### src/include/ccp_pkg.sv
// Package for the cell charge protection control block: map, fields, types
package ccp_pkg;
	// Widths
	localparam int VW = 16; // Cell voltage in mV
	localparam int IW = 16; // Current in units of 0.1 A
	localparam int NCELL = 8;
	localparam int CIW = 3;
	// Register byte offsets
	localparam logic [7:0] OFS_CTRL = 8'h00;
	localparam logic [7:0] OFS_VMAX = 8'h04;
	localparam logic [7:0] OFS_VFULL = 8'h08;
	localparam logic [7:0] OFS_DISB = 8'h0C;
	localparam logic [7:0] OFS_EBAL = 8'h10;
	localparam logic [7:0] OFS_BRNG = 8'h14;
	localparam logic [7:0] OFS_VRST = 8'h18;
	localparam logic [7:0] OFS_VPRE = 8'h1C;
	localparam logic [7:0] OFS_VEMPTY = 8'h20;
	localparam logic [7:0] OFS_VMIN = 8'h24;
	localparam logic [7:0] OFS_IFAST = 8'h28;
	localparam logic [7:0] OFS_ISLOW = 8'h2C;
	localparam logic [7:0] OFS_PFIN = 8'h30;
	localparam logic [7:0] OFS_PPRE = 8'h34;
	localparam logic [7:0] OFS_STATUS = 8'h38;
	localparam logic [7:0] OFS_IRQ_ST = 8'h3C;
	localparam logic [7:0] OFS_IRQ_MASK = 8'h40;
	localparam logic [7:0] OFS_OV_CNT = 8'h44;
	localparam logic [7:0] OFS_UV_CNT = 8'h48;
	localparam logic [7:0] OFS_ERR = 8'h4C;
	localparam logic [7:0] OFS_CELLMM = 8'h50;
	// Control fields
	localparam int CTRL_OV_EN = 0;
	localparam int CTRL_UV_EN = 1;
	localparam int CTRL_CMD_CHG = 2; // Charger accepts current commands
	// Interrupt bits
	localparam int IRQ_OV = 0;
	localparam int IRQ_UV = 1;
	localparam int IRQ_ABORT = 2;
	localparam int IRQ_FINISH = 3;
	localparam int IRQ_DISB = 4;
	localparam int IRQ_W = 5;
	// Error codes
	localparam logic [3:0] ERR_NONE = 4'h0;
	localparam logic [3:0] ERR_OV = 4'h1;
	localparam logic [3:0] ERR_UV = 4'h2;
	// Reset values of configuration
	localparam logic [VW-1:0] RST_VMAX = 16'h1068; // 4200 mV
	localparam logic [VW-1:0] RST_VFULL = 16'h1004; // 4100 mV
	localparam logic [VW-1:0] RST_DISB = 16'h0032; // 50 mV
	localparam logic [VW-1:0] RST_EBAL = 16'h0F3C; // 3900 mV
	localparam logic [VW-1:0] RST_BRNG = 16'h0032;
	localparam logic [VW-1:0] RST_VRST = 16'h0F3C;
	localparam logic [VW-1:0] RST_VPRE = 16'h07D0; // 2000 mV, pre-charge off
	localparam logic [VW-1:0] RST_VEMPTY = 16'h0C80;
	localparam logic [VW-1:0] RST_VMIN = 16'h0BB8;
	localparam logic [IW-1:0] RST_IFAST = 16'h00C8;
	localparam logic [IW-1:0] RST_ISLOW = 16'h0064;
	localparam logic [7:0] RST_PFIN = 8'h0A;
	localparam logic [7:0] RST_PPRE = 8'h14;
	localparam logic [7:0] PCT_FULL = 8'h64;
	// Current ramp step, cycles between ramp steps
	localparam logic [IW-1:0] RAMP_STEP = 16'h0001;
	localparam logic [15:0] RAMP_DIV = 16'h03E8;
	// Charge stages
	typedef enum logic [2:0] {
		CCP_IDLE, CCP_PRE, CCP_MAIN, CCP_EARLY, CCP_BAL_DOWN, CCP_BAL_UP, CCP_RAMP, CCP_DONE
	} ccp_stage_t;
	// Avalon request
	typedef struct packed {
		logic read;
		logic write;
		logic [7:0] address;
		logic [31:0] writedata;
	} ccp_av_req_t;
	// Charger request
	typedef struct packed {
		logic enable;
		logic [IW-1:0] current;
	} ccp_chg_t;
endpackage

### src/hdl/ccp_top.sv
// Cell voltage supervision and charge stage control with Avalon-MM registers
// Notes on behaviour
// - Over-voltage enabled, cell above max: protect
// - Limit violated while charging: abort, error code
// - Violation logs event, bumps statistics counter
// - Fully-charged voltage is charging target
// - Max minus min above disbalance: flag
// - Early balance: main stage, disbalance, threshold
// - Plain charger: balance down, recharge in range
// - Ended with charger: restart below restart voltage
// - Min cell below pre-threshold: pre-charge current
// - Above pre-threshold: main stage, nominal current
// - Very low pre-threshold disables pre-charge
// - Under-voltage enabled, cell below min: protect
// - Fast select picks fast, else slow
// - Full voltage reached: ramp commandable current down
// - Balanced and current at finish: finished
// - Finish and pre currents percent of nominal
// - Full is 100%, empty is 0% reference
module ccp_top (
	// Clock, reset, enable
	input wire logic clock_i,
	input wire logic rst_i,
	input wire logic ce_i,
	// Avalon-MM slave
	input wire logic [7:0] avs_address_i,
	input wire logic avs_read_i,
	input wire logic avs_write_i,
	input wire logic [31:0] avs_writedata_i,
	input wire logic [3:0] avs_byteenable_i,
	output logic [31:0] avs_readdata_o,
	output logic avs_waitrequest_o,
	// Cell measurements, same clock domain
	input wire logic [ccp_pkg::NCELL*ccp_pkg::VW-1:0] cell_mv_i,
	// Charger side
	input wire logic charger_present_i,
	input wire logic fast_charge_select_function_i,
	output ccp_pkg::ccp_chg_t charger_o,
	output logic balance_o,
	output logic charge_done_o,
	// Protection and references
	output logic protection_output_function_o,
	output logic [ccp_pkg::VW-1:0] soc_full_ref_o,
	output logic [ccp_pkg::VW-1:0] soc_empty_ref_o,
	output logic irq_o
);
	// Configuration storage
	logic [2:0] ctrl_q;
	logic [ccp_pkg::VW-1:0] vmax_q, vfull_q, disb_q, ebal_q, brng_q, vrst_q, vpre_q, vempty_q, vmin_q;
	logic [ccp_pkg::IW-1:0] ifast_q, islow_q;
	logic [7:0] pfin_q, ppre_q;
	logic [ccp_pkg::IRQ_W-1:0] irq_st_q, irq_mask_q, irq_ev;
	logic [15:0] ov_cnt_q, uv_cnt_q;
	logic [3:0] err_q;
	ccp_pkg::ccp_stage_t stage_q;
	logic [ccp_pkg::IW-1:0] ireq_q;
	logic [15:0] ramp_cnt_q;
	logic ov_prev_q, uv_prev_q, disb_prev_q;
	logic [31:0] rdata_q;
	logic ack_q;
	logic [ccp_pkg::VW-1:0] vhi, vlo;
	logic [31:0] wmask;
	logic wr_go, rd_go;

	// Byte lane mask
	always_comb begin
		for (int b = 0; b < 4; b++) begin
			wmask[b*8 +: 8] = {8{avs_byteenable_i[b]}};
		end
	end

	// One wait cycle per access; a write lands at the answering edge only
	assign avs_waitrequest_o = (avs_read_i | avs_write_i) & ~(ack_q & ce_i);
	assign wr_go = ce_i & avs_write_i & ack_q;
	assign rd_go = ce_i & avs_read_i & ~ack_q;

	always_ff @(posedge clock_i) begin
		if (rst_i) begin
			ack_q <= 1'b0;
		end else if (ce_i) begin
			ack_q <= (avs_read_i | avs_write_i) & ~ack_q;
		end
	end

	function automatic logic [31:0] merge(input logic [31:0] old, input logic [31:0] nw, input logic [31:0] m);
		merge = (old & ~m) | (nw & m);
	endfunction

	// Configuration writes; every compare uses these stored values
	always_ff @(posedge clock_i) begin
		if (rst_i) begin
			ctrl_q <= 3'h3;
			vmax_q <= ccp_pkg::RST_VMAX;
			vfull_q <= ccp_pkg::RST_VFULL;
			disb_q <= ccp_pkg::RST_DISB;
			ebal_q <= ccp_pkg::RST_EBAL;
			brng_q <= ccp_pkg::RST_BRNG;
			vrst_q <= ccp_pkg::RST_VRST;
			vpre_q <= ccp_pkg::RST_VPRE;
			vempty_q <= ccp_pkg::RST_VEMPTY;
			vmin_q <= ccp_pkg::RST_VMIN;
			ifast_q <= ccp_pkg::RST_IFAST;
			islow_q <= ccp_pkg::RST_ISLOW;
			pfin_q <= ccp_pkg::RST_PFIN;
			ppre_q <= ccp_pkg::RST_PPRE;
			irq_mask_q <= '0;
		end else if (wr_go) begin
			unique case (avs_address_i)
				ccp_pkg::OFS_CTRL: ctrl_q <= 3'(merge({29'h0, ctrl_q}, avs_writedata_i, wmask));
				ccp_pkg::OFS_VMAX: vmax_q <= 16'(merge({16'h0, vmax_q}, avs_writedata_i, wmask));
				ccp_pkg::OFS_VFULL: vfull_q <= 16'(merge({16'h0, vfull_q}, avs_writedata_i, wmask));
				ccp_pkg::OFS_DISB: disb_q <= 16'(merge({16'h0, disb_q}, avs_writedata_i, wmask));
				ccp_pkg::OFS_EBAL: ebal_q <= 16'(merge({16'h0, ebal_q}, avs_writedata_i, wmask));
				ccp_pkg::OFS_BRNG: brng_q <= 16'(merge({16'h0, brng_q}, avs_writedata_i, wmask));
				ccp_pkg::OFS_VRST: vrst_q <= 16'(merge({16'h0, vrst_q}, avs_writedata_i, wmask));
				ccp_pkg::OFS_VPRE: vpre_q <= 16'(merge({16'h0, vpre_q}, avs_writedata_i, wmask));
				ccp_pkg::OFS_VEMPTY: vempty_q <= 16'(merge({16'h0, vempty_q}, avs_writedata_i, wmask));
				ccp_pkg::OFS_VMIN: vmin_q <= 16'(merge({16'h0, vmin_q}, avs_writedata_i, wmask));
				ccp_pkg::OFS_IFAST: ifast_q <= 16'(merge({16'h0, ifast_q}, avs_writedata_i, wmask));
				ccp_pkg::OFS_ISLOW: islow_q <= 16'(merge({16'h0, islow_q}, avs_writedata_i, wmask));
				ccp_pkg::OFS_PFIN: pfin_q <= 8'(merge({24'h0, pfin_q}, avs_writedata_i, wmask));
				ccp_pkg::OFS_PPRE: ppre_q <= 8'(merge({24'h0, ppre_q}, avs_writedata_i, wmask));
				ccp_pkg::OFS_IRQ_MASK: irq_mask_q <= ccp_pkg::IRQ_W'(merge({27'h0, irq_mask_q}, avs_writedata_i, wmask));
				default: ;
			endcase
		end
	end

	// Highest and lowest cell, one generate-free loop over the vector
	always_comb begin
		vhi = '0;
		vlo = '1;
		for (int c = 0; c < ccp_pkg::NCELL; c++) begin
			if (cell_mv_i[c*ccp_pkg::VW +: ccp_pkg::VW] > vhi) vhi = cell_mv_i[c*ccp_pkg::VW +: ccp_pkg::VW];
			if (cell_mv_i[c*ccp_pkg::VW +: ccp_pkg::VW] < vlo) vlo = cell_mv_i[c*ccp_pkg::VW +: ccp_pkg::VW];
		end
	end

	// Limit checks
	logic ov_hit, uv_hit, disb_hit, charging;
	assign ov_hit = ctrl_q[ccp_pkg::CTRL_OV_EN] & (vhi > vmax_q);
	assign uv_hit = ctrl_q[ccp_pkg::CTRL_UV_EN] & (vlo < vmin_q);
	assign disb_hit = (vhi - vlo) > disb_q;
	assign charging = (stage_q != ccp_pkg::CCP_IDLE) && (stage_q != ccp_pkg::CCP_DONE);

	// Protection output held while a limit is violated
	always_ff @(posedge clock_i) begin
		if (rst_i) begin
			protection_output_function_o <= 1'b0;
			balance_o <= 1'b0;
		end else if (ce_i) begin
			protection_output_function_o <= ov_hit | uv_hit;
			balance_o <= disb_hit;
		end
	end

	// Nominal, pre-charge and finish currents as percent of nominal
	logic [ccp_pkg::IW-1:0] inom, ipre, ifin;
	logic [23:0] ipre_w, ifin_w;
	assign inom = fast_charge_select_function_i ? ifast_q : islow_q;
	assign ipre_w = (inom * ppre_q) / {16'h0, ccp_pkg::PCT_FULL};
	assign ifin_w = (inom * pfin_q) / {16'h0, ccp_pkg::PCT_FULL};
	assign ipre = ipre_w[ccp_pkg::IW-1:0];
	assign ifin = ifin_w[ccp_pkg::IW-1:0];

	// Event edges and statistics counters
	always_ff @(posedge clock_i) begin
		if (rst_i) begin
			ov_prev_q <= 1'b0;
			uv_prev_q <= 1'b0;
			disb_prev_q <= 1'b0;
			ov_cnt_q <= '0;
			uv_cnt_q <= '0;
		end else if (ce_i) begin
			ov_prev_q <= ov_hit;
			uv_prev_q <= uv_hit;
			disb_prev_q <= disb_hit;
			if (ov_hit & ~ov_prev_q) ov_cnt_q <= ov_cnt_q + 16'h0001;
			if (uv_hit & ~uv_prev_q) uv_cnt_q <= uv_cnt_q + 16'h0001;
		end
	end

	// Charge stage machine
	always_ff @(posedge clock_i) begin
		if (rst_i) begin
			stage_q <= ccp_pkg::CCP_IDLE;
			ireq_q <= '0;
			ramp_cnt_q <= '0;
			err_q <= ccp_pkg::ERR_NONE;
		end else if (ce_i) begin
			if (charging && (ov_hit || uv_hit)) begin
				stage_q <= ccp_pkg::CCP_DONE;
				ireq_q <= '0;
				err_q <= ov_hit ? ccp_pkg::ERR_OV : ccp_pkg::ERR_UV;
			end else if (!charger_present_i) begin
				stage_q <= ccp_pkg::CCP_IDLE;
				ireq_q <= '0;
			end else begin
				unique case (stage_q)
					ccp_pkg::CCP_IDLE: begin
						// Pre-charge skipped when the threshold sits below every cell
						if (!(ov_hit || uv_hit)) begin
							stage_q <= (vlo < vpre_q) ? ccp_pkg::CCP_PRE : ccp_pkg::CCP_MAIN;
							err_q <= ccp_pkg::ERR_NONE;
						end
					end
					ccp_pkg::CCP_PRE: begin
						ireq_q <= ipre;
						if (vlo > vpre_q) stage_q <= ccp_pkg::CCP_MAIN;
					end
					ccp_pkg::CCP_MAIN, ccp_pkg::CCP_EARLY: begin
						ireq_q <= inom;
						stage_q <= (disb_hit && vhi > ebal_q) ? ccp_pkg::CCP_EARLY : ccp_pkg::CCP_MAIN;
						if (vhi >= vfull_q) begin
							stage_q <= ctrl_q[ccp_pkg::CTRL_CMD_CHG] ? ccp_pkg::CCP_RAMP : ccp_pkg::CCP_BAL_DOWN;
						end
					end
					ccp_pkg::CCP_RAMP: begin
						// Slow step so the cells settle between reductions
						ramp_cnt_q <= (ramp_cnt_q == ccp_pkg::RAMP_DIV) ? 16'h0000 : ramp_cnt_q + 16'h0001;
						if (ramp_cnt_q == ccp_pkg::RAMP_DIV && vhi >= vfull_q && ireq_q > ifin) begin
							ireq_q <= ((ireq_q - ccp_pkg::RAMP_STEP) < ifin) ? ifin : ireq_q - ccp_pkg::RAMP_STEP;
						end
						if (!disb_hit && ireq_q <= ifin) stage_q <= ccp_pkg::CCP_DONE;
					end
					ccp_pkg::CCP_BAL_DOWN: begin
						ireq_q <= '0;
						if (!disb_hit) stage_q <= ccp_pkg::CCP_DONE;
						else if (vhi < vfull_q - brng_q) stage_q <= ccp_pkg::CCP_BAL_UP;
					end
					ccp_pkg::CCP_BAL_UP: begin
						ireq_q <= inom;
						if (vhi >= vfull_q) stage_q <= ccp_pkg::CCP_BAL_DOWN;
					end
					ccp_pkg::CCP_DONE: begin
						ireq_q <= '0;
						if (vlo < vrst_q && !(ov_hit || uv_hit)) stage_q <= ccp_pkg::CCP_IDLE;
					end
				endcase
			end
		end
	end

	// Events into sticky status, set beats write-one-clear
	assign irq_ev[ccp_pkg::IRQ_OV] = ov_hit & ~ov_prev_q;
	assign irq_ev[ccp_pkg::IRQ_UV] = uv_hit & ~uv_prev_q;
	assign irq_ev[ccp_pkg::IRQ_ABORT] = ce_i & charging & (ov_hit | uv_hit);
	assign irq_ev[ccp_pkg::IRQ_FINISH] = ce_i & charging & charger_present_i & ~(ov_hit | uv_hit)
		& (stage_q == ccp_pkg::CCP_RAMP) & ~disb_hit & (ireq_q <= ifin);
	assign irq_ev[ccp_pkg::IRQ_DISB] = disb_hit & ~disb_prev_q;

	always_ff @(posedge clock_i) begin
		if (rst_i) begin
			irq_st_q <= '0;
		end else if (ce_i) begin
			if (wr_go && avs_address_i == ccp_pkg::OFS_IRQ_ST && avs_byteenable_i[0]) begin
				irq_st_q <= (irq_st_q & ~avs_writedata_i[ccp_pkg::IRQ_W-1:0]) | irq_ev;
			end else begin
				irq_st_q <= irq_st_q | irq_ev;
			end
		end
	end
	assign irq_o = |(irq_st_q & irq_mask_q);

	// Read data, captured at the first edge of the access
	always_ff @(posedge clock_i) begin
		if (rst_i) begin
			rdata_q <= '0;
		end else if (rd_go) begin
			unique case (avs_address_i)
				ccp_pkg::OFS_CTRL: rdata_q <= {29'h0, ctrl_q};
				ccp_pkg::OFS_VMAX: rdata_q <= {16'h0, vmax_q};
				ccp_pkg::OFS_VFULL: rdata_q <= {16'h0, vfull_q};
				ccp_pkg::OFS_DISB: rdata_q <= {16'h0, disb_q};
				ccp_pkg::OFS_EBAL: rdata_q <= {16'h0, ebal_q};
				ccp_pkg::OFS_BRNG: rdata_q <= {16'h0, brng_q};
				ccp_pkg::OFS_VRST: rdata_q <= {16'h0, vrst_q};
				ccp_pkg::OFS_VPRE: rdata_q <= {16'h0, vpre_q};
				ccp_pkg::OFS_VEMPTY: rdata_q <= {16'h0, vempty_q};
				ccp_pkg::OFS_VMIN: rdata_q <= {16'h0, vmin_q};
				ccp_pkg::OFS_IFAST: rdata_q <= {16'h0, ifast_q};
				ccp_pkg::OFS_ISLOW: rdata_q <= {16'h0, islow_q};
				ccp_pkg::OFS_PFIN: rdata_q <= {24'h0, pfin_q};
				ccp_pkg::OFS_PPRE: rdata_q <= {24'h0, ppre_q};
				ccp_pkg::OFS_STATUS: rdata_q <= {11'h0, ireq_q, balance_o, protection_output_function_o, stage_q};
				ccp_pkg::OFS_IRQ_ST: rdata_q <= {27'h0, irq_st_q};
				ccp_pkg::OFS_IRQ_MASK: rdata_q <= {27'h0, irq_mask_q};
				ccp_pkg::OFS_OV_CNT: rdata_q <= {16'h0, ov_cnt_q};
				ccp_pkg::OFS_UV_CNT: rdata_q <= {16'h0, uv_cnt_q};
				ccp_pkg::OFS_ERR: rdata_q <= {28'h0, err_q};
				ccp_pkg::OFS_CELLMM: rdata_q <= {vhi, vlo};
				default: rdata_q <= 32'h0000_0000; // Unmapped reads zero
			endcase
		end
	end
	assign avs_readdata_o = rdata_q;

	// Charger command and references
	assign charger_o.enable = charging & (ireq_q != '0);
	assign charger_o.current = ireq_q;
	assign charge_done_o = (stage_q == ccp_pkg::CCP_DONE);
	assign soc_full_ref_o = vfull_q;
	assign soc_empty_ref_o = vempty_q;
endmodule

### config.mk
export PLATFORM = sky130hd
export DESIGN_NAME = ccp_top
export DESIGN_NICKNAME = d
export VERILOG_FILES = /design/src/include/ccp_pkg.sv /design/src/hdl/ccp_top.sv
export SDC_FILE = /design/constraint.sdc
export NUM_CORES = 2
export LEC_CHECK = 0
export BUFFER_PORTS_ARGS = -buffer_cell sky130_fd_sc_hd__buf_4
export CAP_MARGIN = 20
export CORE_MARGIN = 1.5
export CORE_UTILIZATION = 30
export DETAILED_ROUTE_END_ITERATION = 7
export PLACE_DENSITY = 0.47
export SLEW_MARGIN = 20
export SYNTH_ARGS = -nofsm -noshare
export SYNTH_HDL_FRONTEND = slang
export SYNTH_SLANG_ARGS = --single-unit
### constraint.sdc
create_clock -name clock_i -period 67 [get_ports clock_i]
set_clock_uncertainty 0.2 [all_clocks]
set_input_delay 6.7 -clock clock_i [delete_from_list [all_inputs] [get_ports clock_i]]
set_output_delay 6.7 -clock clock_i [all_outputs]
set_load 0.05 [all_outputs]
==> impl_metrics.py <==
metrics = {
    "run_status": {
        "outcome": "complete, no violations",
    },
    "layout": {
        "drive_above_1_share_pct": 10.3,
        "layout.filler_cells": 15256,
        "syn2layout_area_growth_pct": 11.8,
        "layout_nets": 6652,
        "combined_area_of_the_multi_input_logic_cells_sq_mm": 0.0335,
        "final-seq-area_sq_mm": 0.00623,
    },
    "yosys": {
        "netlist_top_cells_area": "sky130_fd_sc_hd__dfxtp_1, sky130_fd_sc_hd__ha_1, sky130_fd_sc_hd__fa_1, sky130_fd_sc_hd__nand2_1, sky130_fd_sc_hd__a21oi_1",
        "synth_enable_flop_cells": 0,
        "post_synth_num_cell_types": 137,
        "netlist_area_sq_mm": 0.0429,
        "dominantRegCellSynth": "sky130_fd_sc_hd__dfxtp_1",
        "synth-warning-count": 0,
        "share_of_async_settable_or_async_resettable_flops_after_synthesis_pct": 0,
        "avgSynthCellArea_sq_um": 7.53,
        "synth.cells.most_frequent": "sky130_fd_sc_hd__nand2_1, sky130_fd_sc_hd__inv_1, sky130_fd_sc_hd__ha_1",
        "yosys_register_bits": 311,
        "synth.most_common_cell": "sky130_fd_sc_hd__nand2_1",
        "syn_nets": 6539,
        "synth_top_area_cell": "sky130_fd_sc_hd__dfxtp_1",
        "synth_top_cell_area_share_pct": 14.5,
        "synth_cells": 5693,
        "share_of_synthesized_area_occupied_by_flip_flops_and_latches_pct": 14.5,
    },
    "critical_path": {
        "crit_end": "ireq_q[4]",
        "cp.arrival_ns": 29.56,
        "slowest_delay_ns": 0.82,
        "worstSetupStartpoint": "fast_charge_select_function_i",
        "worst-endpoint-required_ns": 67.31,
        "rr_worst_depth": 82,
        "worstPathMaxFanout": 21,
        "critical_path.endpoint_type": "flip-flop",
        "critical-path-top-cell-by-count": "sky130_fd_sc_hd__a21oi_1",
        "cp_slowest_cell": "sky130_fd_sc_hd__o211ai_1",
        "timing.critical_path.from_type": "primary input",
        "rrSetupSlack_ns": 43.90,
        "worstReg2RegEnd": "ireq_q[4]",
        "criticalPathCategory": "in2reg",
    },
    "route": {
        "routed-via-count": 41895,
        "via_count_normalized_by_instance_count": 5.42,
        "dr.pass1.iters": 7,
        "drt_drc_violations_left": 0,
        "drtIter0Drc": 3507,
        "wl_um": 165000,
        "dr_wl_cell_um": 21.4,
        "drtAntennaViolNets": 0,
    },
    "job": {
        "drv.max_cap_violation_count": 0,
    },
    "clock_tree": {
        "clock_insertion_delay_worst_skew_ns": 0.58,
        "clk_root_buffer_cell": "sky130_fd_sc_hd__clkbuf_16",
        "tritoncts": "yes",
        "tritoncts_num_sinks": 311,
        "cts_hold_buf": 0,
        "cts_max_path_buffers": 3,
        "clk_pin_slew_worst_paths_ns": 0.06,
        "post_cts_resize_count": 0,
        "post-cts-setup-buffers": 0,
        "h_tree_levels": 2,
        "cts_made_buffers": 38,
    },
    "grt": {
        "total_routing_usage_reported_by_global_routing_pct": 22.0,
        "wire_length_of_the_first_global_routing_pass_um": 251000,
        "antenna_found_initial": 21,
        "grt_start_max_net_pins": 110,
        "grt-ovfl-total": 0,
        "via_count_of_the_first_global_routing_pass": 40367,
    },
    "pwr": {
        "finalPower_mw": 1.20,
        "worst_ir_drop_vdd_uv": 21.7,
        "pwr_dens_mw_per_mm2": 25.0,
        "power.leakage_nw": 21.0,
    },
    "sta": {
        "final_period_minus_worst_setup_slack_ns": 29.25,
        "post-route-period-util_pct": 43.7,
        "rsz0062_at_grt": "false",
        "slew_headroom_pct": 24.1,
        "finalHoldViolCount": 0,
        "fmax_ghz": 0.0342,
        "setup_tns_ns": 0,
        "timing_max_transition_violations_final": 0,
        "timing_worst_slew_pin_value_ns": 1.13,
        "finalSetupViolCount": 0,
        "finalHoldWorstSlack_ns": 0.255,
    },
    "die": {
        "rows": 138,
        "core_region_area_sq_mm": 0.142,
        "die_extent_in_x_um": 381,
        "num_io_pins": 265,
        "full_die_area_sq_mm": 0.145,
        "floorplan.initialDensity_pct": 30.3,
        "fp.dieH_um": 381,
    },
    "hold_path": {
        "hold-path-cell-count": 2,
        "path_class_of_the_lowest_slack_min_delay_path": "reg2reg",
    },
    "place": {
        "detailed_place_hpwl_um": 130000,
        "placement.io_buffers": 246,
        "gpl.final_weighted_congestion": 0.916,
    },
}
-- layer usage --
| metal | part of all wire (%) | vias up | track usage (%) |
|---|---|---|---|
| met4 | 2.8 | 10 | 5.65 |
| met5 | 0.043 | - | 0 |
| li1 | - | 20465 | - |
| met3 | 5.3 | 201 | 2.36 |
| met1 | 47 | 20136 | 30.9 |
| met2 | 45 | 1083 | 35.6 |
-- through the flow --
step	instances	utilization (%)	cell area, sq um	worst slack [ns]
floorplan	5693	-	42900	39.69
global placement	7655	32.9	46600	37.07
detailed placement	7655	32.9	46600	37.08
CTS	7721	33.8	47900	37.67
global route	7729	33.8	47900	35.83
finish	7731	33.8	48000	37.75
-- cell families (layout without fill, tap and decap cells) --
logic type                 after synthesis  after routing  share of synthesized area, %
AOI/OAI and AO/OA                     1509           1509                          23.9
and+or+nand+nor                       1973           1973                          22.1
DFF                                    311            311                          14.5
xor gates and xnor gates               180            180                          3.73
adders and majority gates              676            676                          22.7
other                                    0              9                             0
muxes                                  223            223                          5.49
buffers and inverters                  821            960                          7.57
-- layout by cell type (no fill, tap or decap), drive strengths merged, types with 15 or more instances in the layout --
master,count
o31ai,26
xor2,69
a21o,85
buf,323
a31oi,29
a22o,29
or3,34
a2111oi,17
nor4,23
o211a,15
clkbuf,49
a211oi,53
dfxtp,311
a221oi,47
and3,35
a22oi,56
fa,170
nand4,104
a211o,21
and4,16
nor3,114
nor2b,98
nand2,752
ha,497
o22ai,24
xnor2,111
a21oi,466
a21boi,16
and2,157
nand3,122
o21a,54
o211ai,82
a222oi,46
nand2b,91
mux2,77
o21ai,283
nor2,370
inv,571
mux2i,146
-- worst min-delay path by stage --
| stage | to | slack (ns) |
|---|---|---|
| 3_5_place_dp | flip-flop | 0.25 |
| 2_1_floorplan | flip-flop | 0.24 |
| 4_1_cts | flip-flop | 0.26 |
| 6_report | flip-flop | 0.26 |
| 3_3_place_gp | flip-flop | 0.24 |
| 5_1_grt | flip-flop | 0.29 |
-- where the power goes --
part	switching, mW	internal [mW]
combinational	0.480	0.311
clock	0.0908	0.119
sequential	0.00873	0.190
total	0.580	0.620
-- area by class of cell --
type / instances / share of cell area, %
sequential: 311 / 13.0
tap: 1890 / 4.93
clock buffer: 48 / 2.17
antenna: 9 / 0.0470
multi-input combinational: 4561 / 69.9
inverter: 570 / 4.46
clock inverter: 18 / 0.389
timing repair buffer: 324 / 5.09
-- critical path, delay by kind of cell --
family / cells / cell delay (ns)
adder cells (fa/ha/maj): 6 / 2.80
AND/OR/NAND/NOR: 26 / 5.36
buffers and inverters: 6 / 1.12
AO/OA/AOI/OAI: 41 / 11.96
multiplexers: 2 / 0.90
XOR/XNOR: 2 / 0.61
Power figures use the tool's default switching activity.
